## config.mk

```make
export PLATFORM = sky130hd
export DESIGN_NAME = fspd_cmd
export DESIGN_NICKNAME = d
export VERILOG_FILES = /design/src/fspd_cmd.v
export VERILOG_INCLUDE_DIRS = /design/src /design/src/src
export SDC_FILE = /design/constraint.sdc
export NUM_CORES = 1
export LEC_CHECK = 0
export ABC_AREA = 1
export ABC_CLOCK_PERIOD_IN_PS = 2000
export BUFFER_PORTS_ARGS = -buffer_cell sky130_fd_sc_hd__buf_4
export CORE_MARGIN = 5
export CORE_UTILIZATION = 35
export CTS_BUF_LIST = sky130_fd_sc_hd__clkbuf_4 sky130_fd_sc_hd__clkbuf_8
export CTS_CLUSTER_DIAMETER = 120
export CTS_CLUSTER_SIZE = 25
export DETAILED_ROUTE_END_ITERATION = 6
export GPL_TIMING_DRIVEN = 0
export PLACE_DENSITY = 0.51
export REMOVE_ABC_BUFFERS = 1
export SYNTH_ARGS = -nofsm -noshare
export SYNTH_HDL_FRONTEND = slang
export SYNTH_SLANG_ARGS = --single-unit
```

## constraint.sdc

```tcl
create_clock -name clk -period 2 [get_ports clk]
set_clock_uncertainty 0.1 [all_clocks]
set_input_delay 0.1 -clock clk [delete_from_list [all_inputs] [get_ports clk]]
set_output_delay 0.1 -clock clk [all_outputs]
set_load 0.01 [all_outputs]
```

## src/fspd_defs.vh

```
// Constants for the suspend / power-down / identification command block.
// Assumes inclusion by the command interpreter; definitions only.
`ifndef FSPD_DEFS_VH
`define FSPD_DEFS_VH
`define FSPD_OP_WRSR     8'h01
`define FSPD_OP_PP       8'h02
`define FSPD_OP_QPP      8'h32
`define FSPD_OP_SRPP     8'h42
`define FSPD_OP_SE       8'h20
`define FSPD_OP_BE32     8'h52
`define FSPD_OP_BE64     8'hd8
`define FSPD_OP_CE1      8'hc7
`define FSPD_OP_CE2      8'h60
`define FSPD_OP_SRER     8'h44
`define FSPD_OP_SUSP     8'h75
`define FSPD_OP_RESUME   8'h7a
`define FSPD_OP_PDOWN    8'hb9
`define FSPD_OP_RELEASE  8'hab
`define FSPD_OP_MFID     8'h90
`define FSPD_OP_MFID2    8'h92
// Operation kinds of the self-timed engine
`define FSPD_OPK_NONE    2'h0
`define FSPD_OPK_ERASE   2'h1
`define FSPD_OPK_CHIP    2'h2
`define FSPD_OPK_PROG    2'h3
// Timing, ns, and the clock period
`define FSPD_CLK_NS      10
`define FSPD_SUS_NS      20000
`define FSPD_RESUME_NS   200
`define FSPD_DP_NS       3000
`define FSPD_RES1_NS     3000
`define FSPD_RES2_NS     1800
// Longest times round down, least times round up
`define FSPD_SUS_CYC     (`FSPD_SUS_NS / `FSPD_CLK_NS)
`define FSPD_RESUME_CYC  (`FSPD_RESUME_NS / `FSPD_CLK_NS)
`define FSPD_DP_CYC      (`FSPD_DP_NS / `FSPD_CLK_NS)
`define FSPD_RES1_CYC    ((`FSPD_RES1_NS + `FSPD_CLK_NS - 1) / `FSPD_CLK_NS)
`define FSPD_RES2_CYC    ((`FSPD_RES2_NS + `FSPD_CLK_NS - 1) / `FSPD_CLK_NS)
`endif

```

## src/fspd_cmd.v

```verilog
// Command interpreter for suspend/resume, deep power-down and ID reads.
// Assumes host drives select, serial clock and IO0/IO1; all are sampled
// with two flops on clk. Array engine is outside: it reports opStart.
`include "fspd_defs.vh"
`timescale 1ns/1ns
`default_nettype none
module fspd_cmd #(
    parameter [7:0] MFG_ID = 8'h5a, // Arbitrary value
    parameter [7:0] DEV_ID = 8'h15  // Arbitrary value
) (
    input  wire       clk,
    input  wire       arst_n,
    input  wire       csPin_n,
    input  wire       sckPin,
    input  wire       io0In,
    input  wire       io1In,
    output reg        io0Out,
    output reg        io0Oe,
    output reg        io1Out,
    output reg        io1Oe,
    input  wire       opStart,
    input  wire [1:0] opKind,
    input  wire       opDone,
    output reg        busyFlag,
    output reg        suspendFlag,
    output reg        powerDown,
    output reg        opPause,
    output reg        opRun,
    output reg        cmdReject
);

////////////////////////////////////////////////////////////////////////////
// Input synchronisers; first stage feeds only the second
reg [1:0] csSync_q;
reg [1:0] sckSync_q;
reg [1:0] io0Sync_q;
reg [1:0] io1Sync_q;
reg       sckLast_q;
always @(posedge clk or negedge arst_n) begin
    if (!arst_n) begin
        csSync_q  <= 2'h3;
        sckSync_q <= 2'h0;
        io0Sync_q <= 2'h0;
        io1Sync_q <= 2'h0;
        sckLast_q <= 1'b0;
    end else begin
        csSync_q  <= {csSync_q[0], csPin_n};
        sckSync_q <= {sckSync_q[0], sckPin};
        io0Sync_q <= {io0Sync_q[0], io0In};
        io1Sync_q <= {io1Sync_q[0], io1In};
        sckLast_q <= sckSync_q[1];
    end
end

wire csHigh  = csSync_q[1];
wire sckRise = !csHigh && sckSync_q[1] && !sckLast_q;
wire sckFall = !csHigh && !sckSync_q[1] && sckLast_q;

////////////////////////////////////////////////////////////////////////////
// Frame decoder state
localparam [2:0] ST_OPC   = 3'h0;
localparam [2:0] ST_ADDR  = 3'h1;
localparam [2:0] ST_ID    = 3'h2;
localparam [2:0] ST_SKIP  = 3'h3;
localparam [2:0] ST_DUAL  = 3'h4;

reg [2:0]  state_q;
reg [7:0]  shift_q;
reg [5:0]  bitCnt_q;   // Bits (or bit pairs) taken in this phase
reg [7:0]  opcode_q;
reg        opcDone_q;  // Eight opcode bits latched
reg        extra_q;    // Clock rise seen after the opcode
reg [15:0] idShift_q;
reg        idSingle_q; // Device-ID only, byte repeats
reg        csHighLast_q;

// Whether an opcode is refused by the current suspend state
function refused;
    input [7:0] op;
    input       susp;
    input [1:0] kind;
    begin
        refused = 1'b0;
        if (susp && op == `FSPD_OP_WRSR)
            refused = 1'b1;
        if (susp && kind == `FSPD_OPK_ERASE &&
            (op == `FSPD_OP_SE || op == `FSPD_OP_BE32 ||
             op == `FSPD_OP_BE64 || op == `FSPD_OP_CE1 ||
             op == `FSPD_OP_CE2 || op == `FSPD_OP_SRER))
            refused = 1'b1;
        if (susp && kind == `FSPD_OPK_PROG &&
            (op == `FSPD_OP_PP || op == `FSPD_OP_QPP ||
             op == `FSPD_OP_SRPP))
            refused = 1'b1;
    end
endfunction

wire [7:0] opcNext = {shift_q[6:0], io0Sync_q[1]};
wire       csRise  = csHigh && !csHighLast_q;

////////////////////////////////////////////////////////////////////////////
// Status and operation control
reg [1:0]  curKind_q;
reg [11:0] timer_q;     // Suspend latch, resume busy, power-down timing
reg        susPend_q;   // Suspend accepted, busy still high
reg        dpPend_q;    // Power-down entry under way
reg        relPend_q;   // Release under way
reg        resPend_q;   // Resume accepted, busy not yet set

wire       blocked = powerDown || relPend_q || dpPend_q;

////////////////////////////////////////////////////////////////////////////
// Timer loads, cut to the timer width on purpose.
// The timer is shared between the pending actions: only one of suspend,
// resume, power-down entry and release can be waiting at any time, except an
// entry taken while a resume waits, which reloads the timer so both fire together;
// one down-counter serves them all and saves three separate counters.
// Resume and entry load one less than the count: the action fires on the
// edge at which the timer reads zero, one edge after its last decrement.
// Release loads the full count so that its limit is never undercut.
localparam integer RESUME_LOAD = `FSPD_RESUME_CYC - 1;
localparam integer DP_LOAD     = `FSPD_DP_CYC - 1;
localparam integer RES1_LOAD   = `FSPD_RES1_CYC;
localparam integer RES2_LOAD   = `FSPD_RES2_CYC;
localparam [11:0]  RESUME_T    = RESUME_LOAD[11:0];
localparam [11:0]  DP_T        = DP_LOAD[11:0];
localparam [11:0]  RES1_T      = RES1_LOAD[11:0];
localparam [11:0]  RES2_T      = RES2_LOAD[11:0];

// Commands end at select rise; single-byte commands need exactly 8 bits
wire endOne   = csRise && opcDone_q && !extra_q;
wire doSusp   = endOne && opcode_q == `FSPD_OP_SUSP && !blocked &&
                !suspendFlag && busyFlag && !susPend_q &&
                curKind_q != `FSPD_OPK_CHIP;
wire doResume = endOne && opcode_q == `FSPD_OP_RESUME && !blocked &&
                suspendFlag && !busyFlag;
wire doPdown  = endOne && opcode_q == `FSPD_OP_PDOWN && !blocked &&
                !busyFlag;
wire doRel    = csRise && opcDone_q && opcode_q == `FSPD_OP_RELEASE &&
                powerDown && !relPend_q;
wire relId    = extra_q;

always @(posedge clk or negedge arst_n) begin
    if (!arst_n) begin
        busyFlag     <= 1'b0;
        suspendFlag  <= 1'b0;
        powerDown    <= 1'b0;
        opPause      <= 1'b0;
        opRun        <= 1'b0;
        cmdReject    <= 1'b0;
        curKind_q    <= `FSPD_OPK_NONE;
        timer_q      <= 12'h000;
        susPend_q    <= 1'b0;
        dpPend_q     <= 1'b0;
        relPend_q    <= 1'b0;
        resPend_q    <= 1'b0;
        csHighLast_q <= 1'b1;
    end else begin
        csHighLast_q <= csHigh;
        opPause   <= 1'b0;
        opRun     <= 1'b0;
        cmdReject <= 1'b0;
        if (timer_q != 12'h000)
            timer_q <= timer_q - 12'h001;
        // Start of a self-timed cycle; any start while suspended is dropped whole
        if (opStart && !busyFlag && !blocked && !suspendFlag) begin
            busyFlag  <= 1'b1;
            curKind_q <= opKind;
        end else if (opStart && suspendFlag &&
                     refused(8'h00, 1'b0, opKind) == 1'b0 &&
                     !busyFlag && !blocked) begin
            busyFlag <= busyFlag;
        end
        if (opDone && busyFlag && !susPend_q) begin
            busyFlag  <= 1'b0;
            curKind_q <= `FSPD_OPK_NONE;
        end
        // Suspend: flag now, busy drops after the latency
        if (doSusp) begin
            suspendFlag <= 1'b1;
            susPend_q   <= 1'b1;
            opPause     <= 1'b1;
            timer_q     <= 12'h010;
        end
        if (susPend_q && timer_q == 12'h000) begin
            susPend_q <= 1'b0;
            busyFlag  <= 1'b0;
        end
        // Resume: flag now, busy back within the resume limit
        if (doResume) begin
            suspendFlag <= 1'b0;
            resPend_q   <= 1'b1;
            timer_q     <= RESUME_T;
        end
        if (resPend_q && timer_q == 12'h000) begin
            resPend_q <= 1'b0;
            busyFlag  <= 1'b1;
            opRun     <= 1'b1;
        end
        // Power-down entry and release
        if (doPdown) begin
            dpPend_q <= 1'b1;
            timer_q  <= DP_T;
        end
        if (dpPend_q && timer_q == 12'h000) begin
            dpPend_q  <= 1'b0;
            powerDown <= 1'b1;
        end
        if (doRel) begin
            relPend_q <= 1'b1;
            timer_q   <= relId ? RES2_T : RES1_T;
        end
        if (relPend_q && timer_q == 12'h000) begin
            relPend_q <= 1'b0;
            powerDown <= 1'b0;
        end
        // Report opcodes refused by the suspend state
        if (csRise && opcDone_q && !blocked &&
            refused(opcode_q, suspendFlag, curKind_q))
            cmdReject <= 1'b1;
    end
end

////////////////////////////////////////////////////////////////////////////
// Serial frame: opcode, address or dummies, then ID shifting
always @(posedge clk or negedge arst_n) begin
    if (!arst_n) begin
        state_q    <= ST_OPC;
        shift_q    <= 8'h00;
        bitCnt_q   <= 6'h00;
        opcode_q   <= 8'h00;
        opcDone_q  <= 1'b0;
        extra_q    <= 1'b0;
        idShift_q  <= 16'h0000;
        idSingle_q <= 1'b0;
        io0Out     <= 1'b0;
        io0Oe      <= 1'b0;
        io1Out     <= 1'b0;
        io1Oe      <= 1'b0;
    end else if (csHigh) begin
        state_q   <= ST_OPC;
        bitCnt_q  <= 6'h00;
        opcDone_q <= opcDone_q && !csRise ? 1'b1 : 1'b0;
        extra_q   <= extra_q && !csRise ? 1'b1 : 1'b0;
        io0Oe     <= 1'b0;
        io1Oe     <= 1'b0;
    end else begin
        case (state_q)
        ST_OPC: if (sckRise) begin
            shift_q  <= opcNext;
            bitCnt_q <= bitCnt_q + 6'h01;
            if (bitCnt_q == 6'h07) begin
                opcode_q  <= opcNext;
                opcDone_q <= 1'b1;
                bitCnt_q  <= 6'h00;
                // Busy or powered down: ID reads are not served
                if (busyFlag || blocked)
                    state_q <= ST_SKIP;
                else if (opcNext == `FSPD_OP_RELEASE ||
                         opcNext == `FSPD_OP_MFID)
                    state_q <= ST_ADDR;
                else if (opcNext == `FSPD_OP_MFID2)
                    state_q <= ST_DUAL;
                else
                    state_q <= ST_SKIP;
            end
        end
        ST_ADDR: if (sckRise) begin
            extra_q  <= 1'b1;
            bitCnt_q <= bitCnt_q + 6'h01;
            if (bitCnt_q == 6'h17) begin
                state_q    <= ST_ID;
                idSingle_q <= opcode_q == `FSPD_OP_RELEASE;
                idShift_q  <= opcode_q == `FSPD_OP_RELEASE ?
                              {DEV_ID, DEV_ID} : {MFG_ID, DEV_ID};
            end
        end
        ST_DUAL: if (sckRise) begin
            extra_q  <= 1'b1;
            bitCnt_q <= bitCnt_q + 6'h01;
            // Twelve pairs of address, four pairs of mode byte
            if (bitCnt_q == 6'h0f) begin
                state_q    <= ST_ID;
                idSingle_q <= 1'b0;
                idShift_q  <= {MFG_ID, DEV_ID};
                bitCnt_q   <= 6'h3f;
            end
        end
        ST_ID: if (sckFall) begin
            if (opcode_q == `FSPD_OP_MFID2) begin
                io0Oe     <= 1'b1;
                io1Oe     <= 1'b1;
                io1Out    <= idShift_q[15];
                io0Out    <= idShift_q[14];
                idShift_q <= {idShift_q[13:0], idShift_q[15:14]};
            end else begin
                io1Oe     <= 1'b1;
                io1Out    <= idShift_q[15];
                idShift_q <= {idShift_q[14:0], idShift_q[15]};
            end
        end
        default: begin
            extra_q <= extra_q | sckRise;
        end
        endcase
    end
end

endmodule
`default_nettype wire

```

==> results of run 1 <==
## critical path, delay by kind of cell, from the launching register on
family                 cells  cell delay, ns
AOI/OAI and AO/OA          1            0.08
DFF                        1            0.44
and+or+nand+nor            7            0.91
buffers and inverters      1            0.18
## metal layers
layer / track usage (%) / vias to the layer above / part of all wire (%)
li1: - / 1924 / -
met1: 19.6 / 1690 / 51
met2: 22.4 / 56 / 44
met3: 4.38 / 12 / 3.9
met4: 4.08 / 0 / 1.2
met5: 0 / - / 0
## worst max path at each step
stage | start | endpoint | slack, ns | depth (start not counted)
2_1_floorplan | bitCnt_q[0] | idShift_q[0] | 0.07 | 8
3_3_place_gp | bitCnt_q[0] | idShift_q[15] | -0.34 | 8
3_5_place_dp | bitCnt_q[0] | idShift_q[12] | -0.38 | 8
4_1_cts | timer_q[0] | timer_q[0] | 0.02 | 7
5_1_grt | state_q[2] | idShift_q[0] | -0.001 | 8
6_report | state_q[0] | idShift_q[0] | 0.17 | 9
## logic make-up (layout without fill, tap and decap cells)
family | count (synthesis) | count (layout)
AOI/OAI and AO/OA | 90 | 90
DFF | 78 | 78
and+or+nand+nor | 307 | 308
xor gates and xnor gates | 9 | 9
buffers and inverters | 96 | 138
adders and majority gates | 3 | 3
## final cells by class
type | count | area [um^2]
Multi-Input combinational cell | 410 | 1950
Clock buffer | 10 | 138
Inverter | 86 | 323
Fill cell | 1257 | 6940
Sequential cell | 78 | 1960
Tap cell | 147 | 184
Timing Repair Buffer | 36 | 313
Clock inverter | 6 | 109
## power breakdown
group	leakage [nW]	internal, W	switching [W]
Clock	0.126	0.000861	0.000606
Combinational	1.34	0.000211	0.000373
Sequential	1.04	0.00175	0.000123
Total	2.50	0.00282	0.00110
## cells in the final DEF (no fill, tap or decap), drive strengths merged, types with 4 or more instances in the layout
cell,n
nand2,154
nor2,92
inv,86
dfrtp,75
o21ai,61
nand3,42
buf,29
a21oi,18
nor3,11
clkbuf,10
xor2,9
nand4,7
dlygate4sd3,7
o211ai,4
## registers in the layout, summed over array words and instances, names as in the netlist, 2 cells and up
signal / cells
bitCnt_q: 6
csSync_q: 2
curKind_q: 2
idShift_q: 16
io0Sync_q: 2
opcode_q: 8
sckSync_q: 2
shift_q: 7
state_q: 3
timer_q: 12
## through the flow
step           setup TNS [ns]  cells  util, %  total power [W]  worst slack [ns]
5_1_grt              -0.00141    773     41.8          0.00418          -0.00141
2_1_floorplan               0    573        -          0.00225            0.0681
4_1_cts                     0    766     40.8          0.00396            0.0164
6_report                    0    773     41.8          0.00392             0.171
3_3_place_gp            -5.02    738     37.6          0.00242            -0.343
3_5_place_dp            -5.44    738     37.6          0.00243            -0.384
## what timing repair did
item / CTS / global route
endpoints found under the hold margin: 81 / 0
buffers inserted: 4 / 7
resized for setup: 3 / 19
cloned: 1 / 0
hold buffers: 7 / 0
endpoints found under the setup margin: 17 / 30
pin swaps: 3 / 2
==> impl_table.tex, run 1 <==
\begin{tabular}{lr}
\hline
Metric & Value \\
\hline
\multicolumn{2}{l}{\textbf{Setup path}} \\
\quad Critical Path End Type & flop \\
\quad Critical path arrival & 1.98 ns \\
\quad Crit Path Max Fanout & 10 \\
\quad Library cell contributing the largest single delay on the critical path & sky130\_fd\_sc\_hd\_\_dfrtp\_1 \\
\quad Worst r2r path cells & 9 \\
\quad R2R setup slack & 0.17 ns \\
\quad Longest individual stage delay on the worst path & 0.44 ns \\
\quad Worst-path cell chain & nor2\_1, nand2\_2, nand2\_2, nor2\_1, nor2\_2, nor3\_4, buf\_4, nand2\_1, o21ai\_0 \\
\quad Worst reg2reg startpoint & state\_q[0] \\
\quad Kind of launch point of the worst setup path & flop \\
\quad Required time of the critical path & 2.15 ns \\
\quad R2R Path End & idShift\_q[0] \\
\quad CP Class & flop to flop \\
\multicolumn{2}{l}{\textbf{Flow run}} \\
\quad Number of violations of the max-capacitance limit & 0 \\
\multicolumn{2}{l}{\textbf{Synth}} \\
\quad Share of the synthesized area in compound gates (AO/OA/AOI/OAI) & 11.4\% \\
\quad Count of distinct cell types in the synthesized netlist & 27 \\
\quad Instance count of the mapped netlist & 583 \\
\quad Number of enable flip-flop cells after synthesis & 0 \\
\quad Area contributors post-synth & sky130\_fd\_sc\_hd\_\_dfrtp\_1, sky130\_fd\_sc\_hd\_\_nand2\_1, sky130\_fd\_sc\_hd\_\_nor2\_1 \\
\quad Cell taking the most area after synthesis & sky130\_fd\_sc\_hd\_\_dfrtp\_1 \\
\quad Most frequent cell after synthesis & sky130\_fd\_sc\_hd\_\_nand2\_1 \\
\quad Arithmetic-cell share of the synthesized area counting full adders, half adders and majority gates & 0.891\% \\
\quad \#FFs+latches synth & 78 \\
\quad Dominant combinational cell family by area after synthesis & simple AND/OR/NAND/NOR gates \\
\quad Area fraction of the dominant cell type after synthesis & 44.5\% \\
\quad Count of yosys warnings during synthesis & 0 \\
\quad Proportion of synthesized chip area in sequential cells & 46.4\% \\
\quad Xor and xnor area share after synthesis & 1.87\% \\
\quad Share of synthesized cell area in and, or, nand and nor gates & 30.4\% \\
\quad Syn Std Cell Area & 0.00421 mm\^{}2 \\
\quad Average cell area after synthesis & 7.23 um\^{}2 \\
\quad Top FF cell, synth & sky130\_fd\_sc\_hd\_\_dfrtp\_1 \\
\quad Share of synthesized flip-flops with an asynchronous set or reset & 100\% \\
\quad Most common library cells after synthesis & sky130\_fd\_sc\_hd\_\_nand2\_1, sky130\_fd\_sc\_hd\_\_nor2\_1, sky130\_fd\_sc\_hd\_\_inv\_1 \\
\quad Share of synthesized area spent on multiplexers & 0\% \\
\multicolumn{2}{l}{\textbf{Floorplanning}} \\
\quad Initial standard-cell utilization of the core & 35.4\% \\
\quad Site row count & 40 \\
\quad Vertical die dimension & 120 um \\
\quad Core outline area & 0.0119 mm\^{}2 \\
\quad IO Pins & 20 \\
\quad Area of the die & 0.0143 mm\^{}2 \\
\quad Die Wd & 120 um \\
\multicolumn{2}{l}{\textbf{STA}} \\
\quad Total of endpoints with negative setup slack in the final report & 0 \\
\quad Actual slew at the worst max-slew pin & 0.996 ns \\
\quad Relative slew margins & 33.6\% \\
\quad Final period utilization & 91.5\% \\
\quad Maximum clock rate & 547 MHz \\
\quad Post-route minimum period & 1.83 ns \\
\quad Pins over their slew limit & 0 \\
\quad Number of hold-slack violations in the final timing report & 0 \\
\quad Worst hold margin & 0.0420 ns \\
\multicolumn{2}{l}{\textbf{Outcome}} \\
\quad Status & complete, no violations \\
\multicolumn{2}{l}{\textbf{Clock network}} \\
\quad H-tree lvl count & 3 \\
\quad CTS tree & yes \\
\quad Clock Path Buffers & 2 \\
\quad Clock buffer count from CTS & 9 \\
\quad Clock latency of the later-clocked register in the worst-skew pair & 0.37 ns \\
\quad Clk Tree Root Cell & sky130\_fd\_sc\_hd\_\_clkbuf\_8 \\
\quad Worst-path clk slew & 0.08 ns \\
\quad CTS sink cnt & 78 \\
\multicolumn{2}{l}{\textbf{Global routing}} \\
\quad Via count of the first global-routing pass & 3545 \\
\quad Maximum number of pins on one net before global-route repair & 79 \\
\quad First-pass GRT wire length & 16.9 mm \\
\quad Total track usage & 14.5\% \\
\quad Total overflow reported by the global router & 0 \\
\quad Initial antenna violation count & 0 \\
\multicolumn{2}{l}{\textbf{Hold path}} \\
\quad Path category of the worst min-delay check & input pin to flop \\
\quad Hold Crit Depth & 5 \\
\quad Worst min-delay path endpoint & curKind\_q[1] \\
\quad Hold wc startpoint & opStart \\
\multicolumn{2}{l}{\textbf{Final layout}} \\
\quad Share of final-layout standard cells stronger than drive strength 1 & 11.5\% \\
\quad Final design instance area without fill & 0.00498 mm\^{}2 \\
\quad Final layout net count & 634 \\
\quad Antenna Diode Count & 0 \\
\quad Layout-stage area growth over the synthesis result & 18.1\% \\
\multicolumn{2}{l}{\textbf{Detailed routing}} \\
\quad Remaining routing DRC violations & 0 \\
\quad Final Routed Wirelength & 9.50 mm \\
\quad Average routed wire per standard cell & 12.3 um \\
\quad Vias post-DR & 3682 \\
\quad Detailed Route Iter0 Violations & 218 \\
\quad DRT Pass-1 Iters & 4 \\
\quad Per-cell via count in the routed design & 4.76 \\
\quad Antenna viol nets, final & 0 \\
\multicolumn{2}{l}{\textbf{Placement}} \\
\quad Instance area after placement & 0.00448 mm\^{}2 \\
\quad Port buffer count & 18 \\
\quad DP HPWL & 6.54 mm \\
\quad Final weighted congestion in routability-driven placement & 0.843 \\
\multicolumn{2}{l}{\textbf{Pwr}} \\
\quad VDD IR-drop max & 0.442 mV \\
\quad Power density over cell area & 788 mW/mm\^{}2 \\
\quad Lkg Pwr & 2.50 nW \\
\hline
\end{tabular}
(Power assumes the default switching activity.)
==> run 2: changes to the inputs <==
--- a/config.mk
+++ b/config.mk
@@ -9,6 +9,7 @@
 export ABC_AREA = 1
 export ABC_CLOCK_PERIOD_IN_PS = 2000
 export BUFFER_PORTS_ARGS = -buffer_cell sky130_fd_sc_hd__buf_4
+export CORE_ASPECT_RATIO = 1.2
 export CORE_MARGIN = 5
 export CORE_UTILIZATION = 35
 export CTS_BUF_LIST = sky130_fd_sc_hd__clkbuf_4 sky130_fd_sc_hd__clkbuf_8
==> impl_table.tex, run 2 (synthesized netlist as in run 1, its figures left out) <==
\begin{tabular}{lr}
\hline
Metric & Value \\
\hline
\multicolumn{2}{l}{\textbf{Outcome}} \\
\quad Status & complete, no violations \\
\multicolumn{2}{l}{\textbf{Placement}} \\
\quad Final weighted congestion in routability-driven placement & 0.857 (+1.7\%) \\
\quad DP HPWL & 6.62 mm (+1.3\%) \\
\quad Instance area after placement & 0.00449 mm\^{}2 (+0.39\%) \\
\quad Setup slack at placement & -0.364 ns (+0.0202 ns) \\
\quad Port buffer count & 18 (unchanged) \\
\multicolumn{2}{l}{\textbf{Setup path}} \\
\quad Worst r2r path cells & 11 (+2) \\
\quad Kind of launch point of the worst setup path & flop \\
\quad Buf/Inv on CP & 2 (+1) \\
\quad Crit Path Max Fanout & 5 (-5) \\
\quad Most frequent cell on the critical path & sky130\_fd\_sc\_hd\_\_nand2\_1 \\
\quad CP Class & flop to flop \\
\quad Required time of the critical path & 2.16 ns (about the same) \\
\quad Critical path arrival & 2.02 ns (+0.04 ns) \\
\quad Worst path depth & 11 (+2) \\
\quad Critical Path End Type & flop \\
\quad Library cell contributing the largest single delay on the critical path & sky130\_fd\_sc\_hd\_\_dfrtp\_1 \\
\quad Worst-path cell chain & inv\_1, nand2\_1, inv\_1, nand2\_1, nor2\_2, nand2\_1, nand2\_1, nor2\_1, nand2\_1, nand2\_1, nor2\_1 \\
\quad Cell type group with the largest total delay on the critical path & simple AND/OR/NAND/NOR gates \\
\quad Longest individual stage delay on the worst path & 0.42 ns (-0.02 ns) \\
\multicolumn{2}{l}{\textbf{Floorplanning}} \\
\quad Initial standard-cell utilization of the core & 35.3\% (-0.10 points) \\
\quad Die Wd & 110 um (-8.0\%) \\
\quad Core outline area & 0.0119 mm\^{}2 (+0.29\%) \\
\quad Vertical die dimension & 130 um (+8.7\%) \\
\quad IO Pins & 20 (unchanged) \\
\quad Area of the die & 0.0143 mm\^{}2 (about the same) \\
\quad Site row count & 44 (+10\%) \\
\multicolumn{2}{l}{\textbf{Global routing}} \\
\quad First-pass GRT wire length & 16.5 mm (-2.5\%) \\
\quad Maximum number of pins on one net before global-route repair & 79 (unchanged) \\
\quad Total track usage & 14.5\% (+0.077 points) \\
\quad Via count of the first global-routing pass & 3539 (-0.17\%) \\
\quad Initial antenna violation count & 0 (unchanged) \\
\quad Total overflow reported by the global router & 0 (unchanged) \\
\multicolumn{2}{l}{\textbf{STA}} \\
\quad Pins over their slew limit & 0 (unchanged) \\
\quad Worst hold margin & 0.0615 ns (+0.0194 ns) \\
\quad Actual slew at the worst max-slew pin & 1.00 ns (+0.00610 ns) \\
\quad Final WS setup & 0.131 ns (-0.0400 ns) \\
\quad Post-route minimum period & 1.87 ns (+0.0400 ns) \\
\quad Maximum clock rate & 535 MHz (-2.1\%) \\
\quad Final period utilization & 93.5\% (+2.0 points) \\
\quad Total of endpoints with negative setup slack in the final report & 0 (unchanged) \\
\quad Number of hold-slack violations in the final timing report & 0 (unchanged) \\
\quad Relative slew margins & 33.2\% (-0.41 points) \\
\multicolumn{2}{l}{\textbf{Final layout}} \\
\quad Antenna Diode Count & 0 (unchanged) \\
\quad Largest registers in the final layout & idShift\_q (16), timer\_q (12), opcode\_q (8) \\
\quad Share of final-layout standard cells stronger than drive strength 1 & 9.79\% (-1.7 points) \\
\quad Flip-flop count of the largest register after layout & 16 (unchanged) \\
\quad Layout-stage area growth over the synthesis result & 16.4\% \\
\quad Commonest non-fill, non-tap cells in the layout & sky130\_fd\_sc\_hd\_\_nand2\_1, sky130\_fd\_sc\_hd\_\_inv\_1, sky130\_fd\_sc\_hd\_\_nor2\_1, sky130\_fd\_sc\_hd\_\_dfrtp\_1, sky130\_fd\_sc\_hd\_\_o21ai\_0 \\
\quad Final layout net count & 632 (-0.32\%) \\
\quad Final design instance area without fill & 0.00491 mm\^{}2 (-1.4\%) \\
\quad Register with the highest flop count & idShift\_q \\
\quad \# fillers & 1241 (-1.3\%) \\
\quad Leading cell type in the layout, fill and taps excluded & sky130\_fd\_sc\_hd\_\_nand2\_1 \\
\multicolumn{2}{l}{\textbf{Detailed routing}} \\
\quad Final Routed Wirelength & 9.72 mm (+2.4\%) \\
\quad Vias post-DR & 3711 (+0.79\%) \\
\quad Antenna viol nets, final & 0 (unchanged) \\
\quad Remaining routing DRC violations & 0 (unchanged) \\
\quad DRT Pass-1 Iters & 4 (unchanged) \\
\quad Per-cell via count in the routed design & 4.73 (-0.63\%) \\
\quad Average routed wire per standard cell & 12.4 um (+0.93\%) \\
\quad Detailed Route Iter0 Violations & 177 (-19\%) \\
\multicolumn{2}{l}{\textbf{Flow run}} \\
\quad Number of violations of the max-capacitance limit & 0 (unchanged) \\
\multicolumn{2}{l}{\textbf{Pwr}} \\
\quad Power density over cell area & 744 mW/mm\^{}2 (-5.7\%) \\
\quad Lkg Pwr & 2.46 nW (-1.7\%) \\
\quad VDD IR-drop max & 0.305 mV (-31\%) \\
\multicolumn{2}{l}{\textbf{Clock network}} \\
\quad H-tree lvl count & 3 (unchanged) \\
\quad Clock latency of the later-clocked register in the worst-skew pair & 0.36 ns (about the same) \\
\quad CTS sink cnt & 78 (unchanged) \\
\quad Clock Path Buffers & 2 (unchanged) \\
\quad Worst-path clk slew & 0.08 ns (about the same) \\
\quad CTS tree & yes \\
\quad Clock buffer count from CTS & 9 (unchanged) \\
\quad Clk Tree Root Cell & sky130\_fd\_sc\_hd\_\_clkbuf\_8 \\
\multicolumn{2}{l}{\textbf{Hold path}} \\
\quad Path category of the worst min-delay check & input pin to flop \\
\quad Hold Crit Depth & 5 (unchanged) \\
\hline
\end{tabular}
[run 2: changes by cell type in the layout (fill, tap and decap cells not counted), moves of 2 or more]
cell	previous run	this run
sky130_fd_sc_hd__nor2_2	8	6
sky130_fd_sc_hd__bufinv_16	3	1
sky130_fd_sc_hd__buf_4	27	24
sky130_fd_sc_hd__nor2_1	83	86
sky130_fd_sc_hd__nand2_1	149	151
sky130_fd_sc_hd__nand2_2	4	2
sky130_fd_sc_hd__dfrtp_1	73	75
sky130_fd_sc_hd__dfrtp_2	2	0
[run 2: area by class of cell]
type	instances	area (um^2)	area share [%]
Timing Repair Buffer	34	295	6.02
Inverter	86	323	6.58
Tap cell	161	201	4.11
Multi-Input combinational cell	410	1940	39.5
Clock buffer	11	145	2.96
Sequential cell	78	1960	39.9
Clock inverter	4	47.5	0.969
[run 2: layer usage]
| metal | wire length, um | track usage, % | vias to the layer above |
|---|---|---|---|
| li1 | - | - | 1918 |
| met1 | 4620 | 18.6 | 1725 |
| met2 | 4670 | 24.2 | 55 |
| met3 | 279 | 2.97 | 13 |
| met4 | 161 | 5.43 | 0 |
| met5 | 0 | 0 | - |
[run 2: repair_timing]
item / in CTS / in global routing
hold buffers: 7 / 0
gates cloned: 1 / 0
gates resized for setup: 3 / 10
hold endpoints to repair: 81 / 0
endpoints found under the setup margin: 16 / 36
pin swaps: 2 / 3
setup buffers: 3 / 6
[run 2: stage by stage]
step           total power (W)  util [%]  std cells  TNS, ns
5_1_grt                0.00387      41.1        784  -0.0489
2_1_floorplan          0.00225         -        573        0
3_3_place_gp           0.00242      37.6        752    -5.06
3_5_place_dp           0.00243      37.6        752    -5.35
6_report               0.00365      41.1        784        0
4_1_cts                0.00370      40.3        778        0
[run 2: worst reg2reg max path, cell delays in order (launching register included)]
cell and delay (ns):
sky130_fd_sc_hd__dfrtp_1 0.42, sky130_fd_sc_hd__inv_1 0.09, sky130_fd_sc_hd__nand2_1 0.17, sky130_fd_sc_hd__inv_1 0.12, sky130_fd_sc_hd__nand2_1 0.09, sky130_fd_sc_hd__nor2_2 0.05, sky130_fd_sc_hd__nand2_1 0.08, sky130_fd_sc_hd__nand2_1 0.12
sky130_fd_sc_hd__nor2_1 0.29, sky130_fd_sc_hd__nand2_1 0.09, sky130_fd_sc_hd__nand2_1 0.10, sky130_fd_sc_hd__nor2_1 0.05
[run 2: power by group]
group | internal (W) | total, W | leakage (nW) | switching [W]
registers | 0.00175 | 0.00187 | 1.04 | 0.000121
logic | 0.000206 | 0.000578 | 1.32 | 0.000373
clock network | 0.000614 | 0.00120 | 0.0986 | 0.000584
total | 0.00257 | 0.00365 | 2.46 | 0.00108
[run 2: final timing paths]
| kind | start | endpoint | slack [ns] |
|---|---|---|---|
| setup / recovery | opcode_q[6] | timer_q[8] | 0.13 |
| hold / removal | opStart | curKind_q[1] | 0.06 |
| setup reg to reg | opcode_q[6] | timer_q[8] | 0.13 |
| hold reg to reg | sckSync_q[0] | sckSync_q[1] | 0.25 |
| max in group asynchronous | arst_n | idShift_q[0] | 0.80 |
| min in group asynchronous | arst_n | curKind_q[1] | 0.32 |
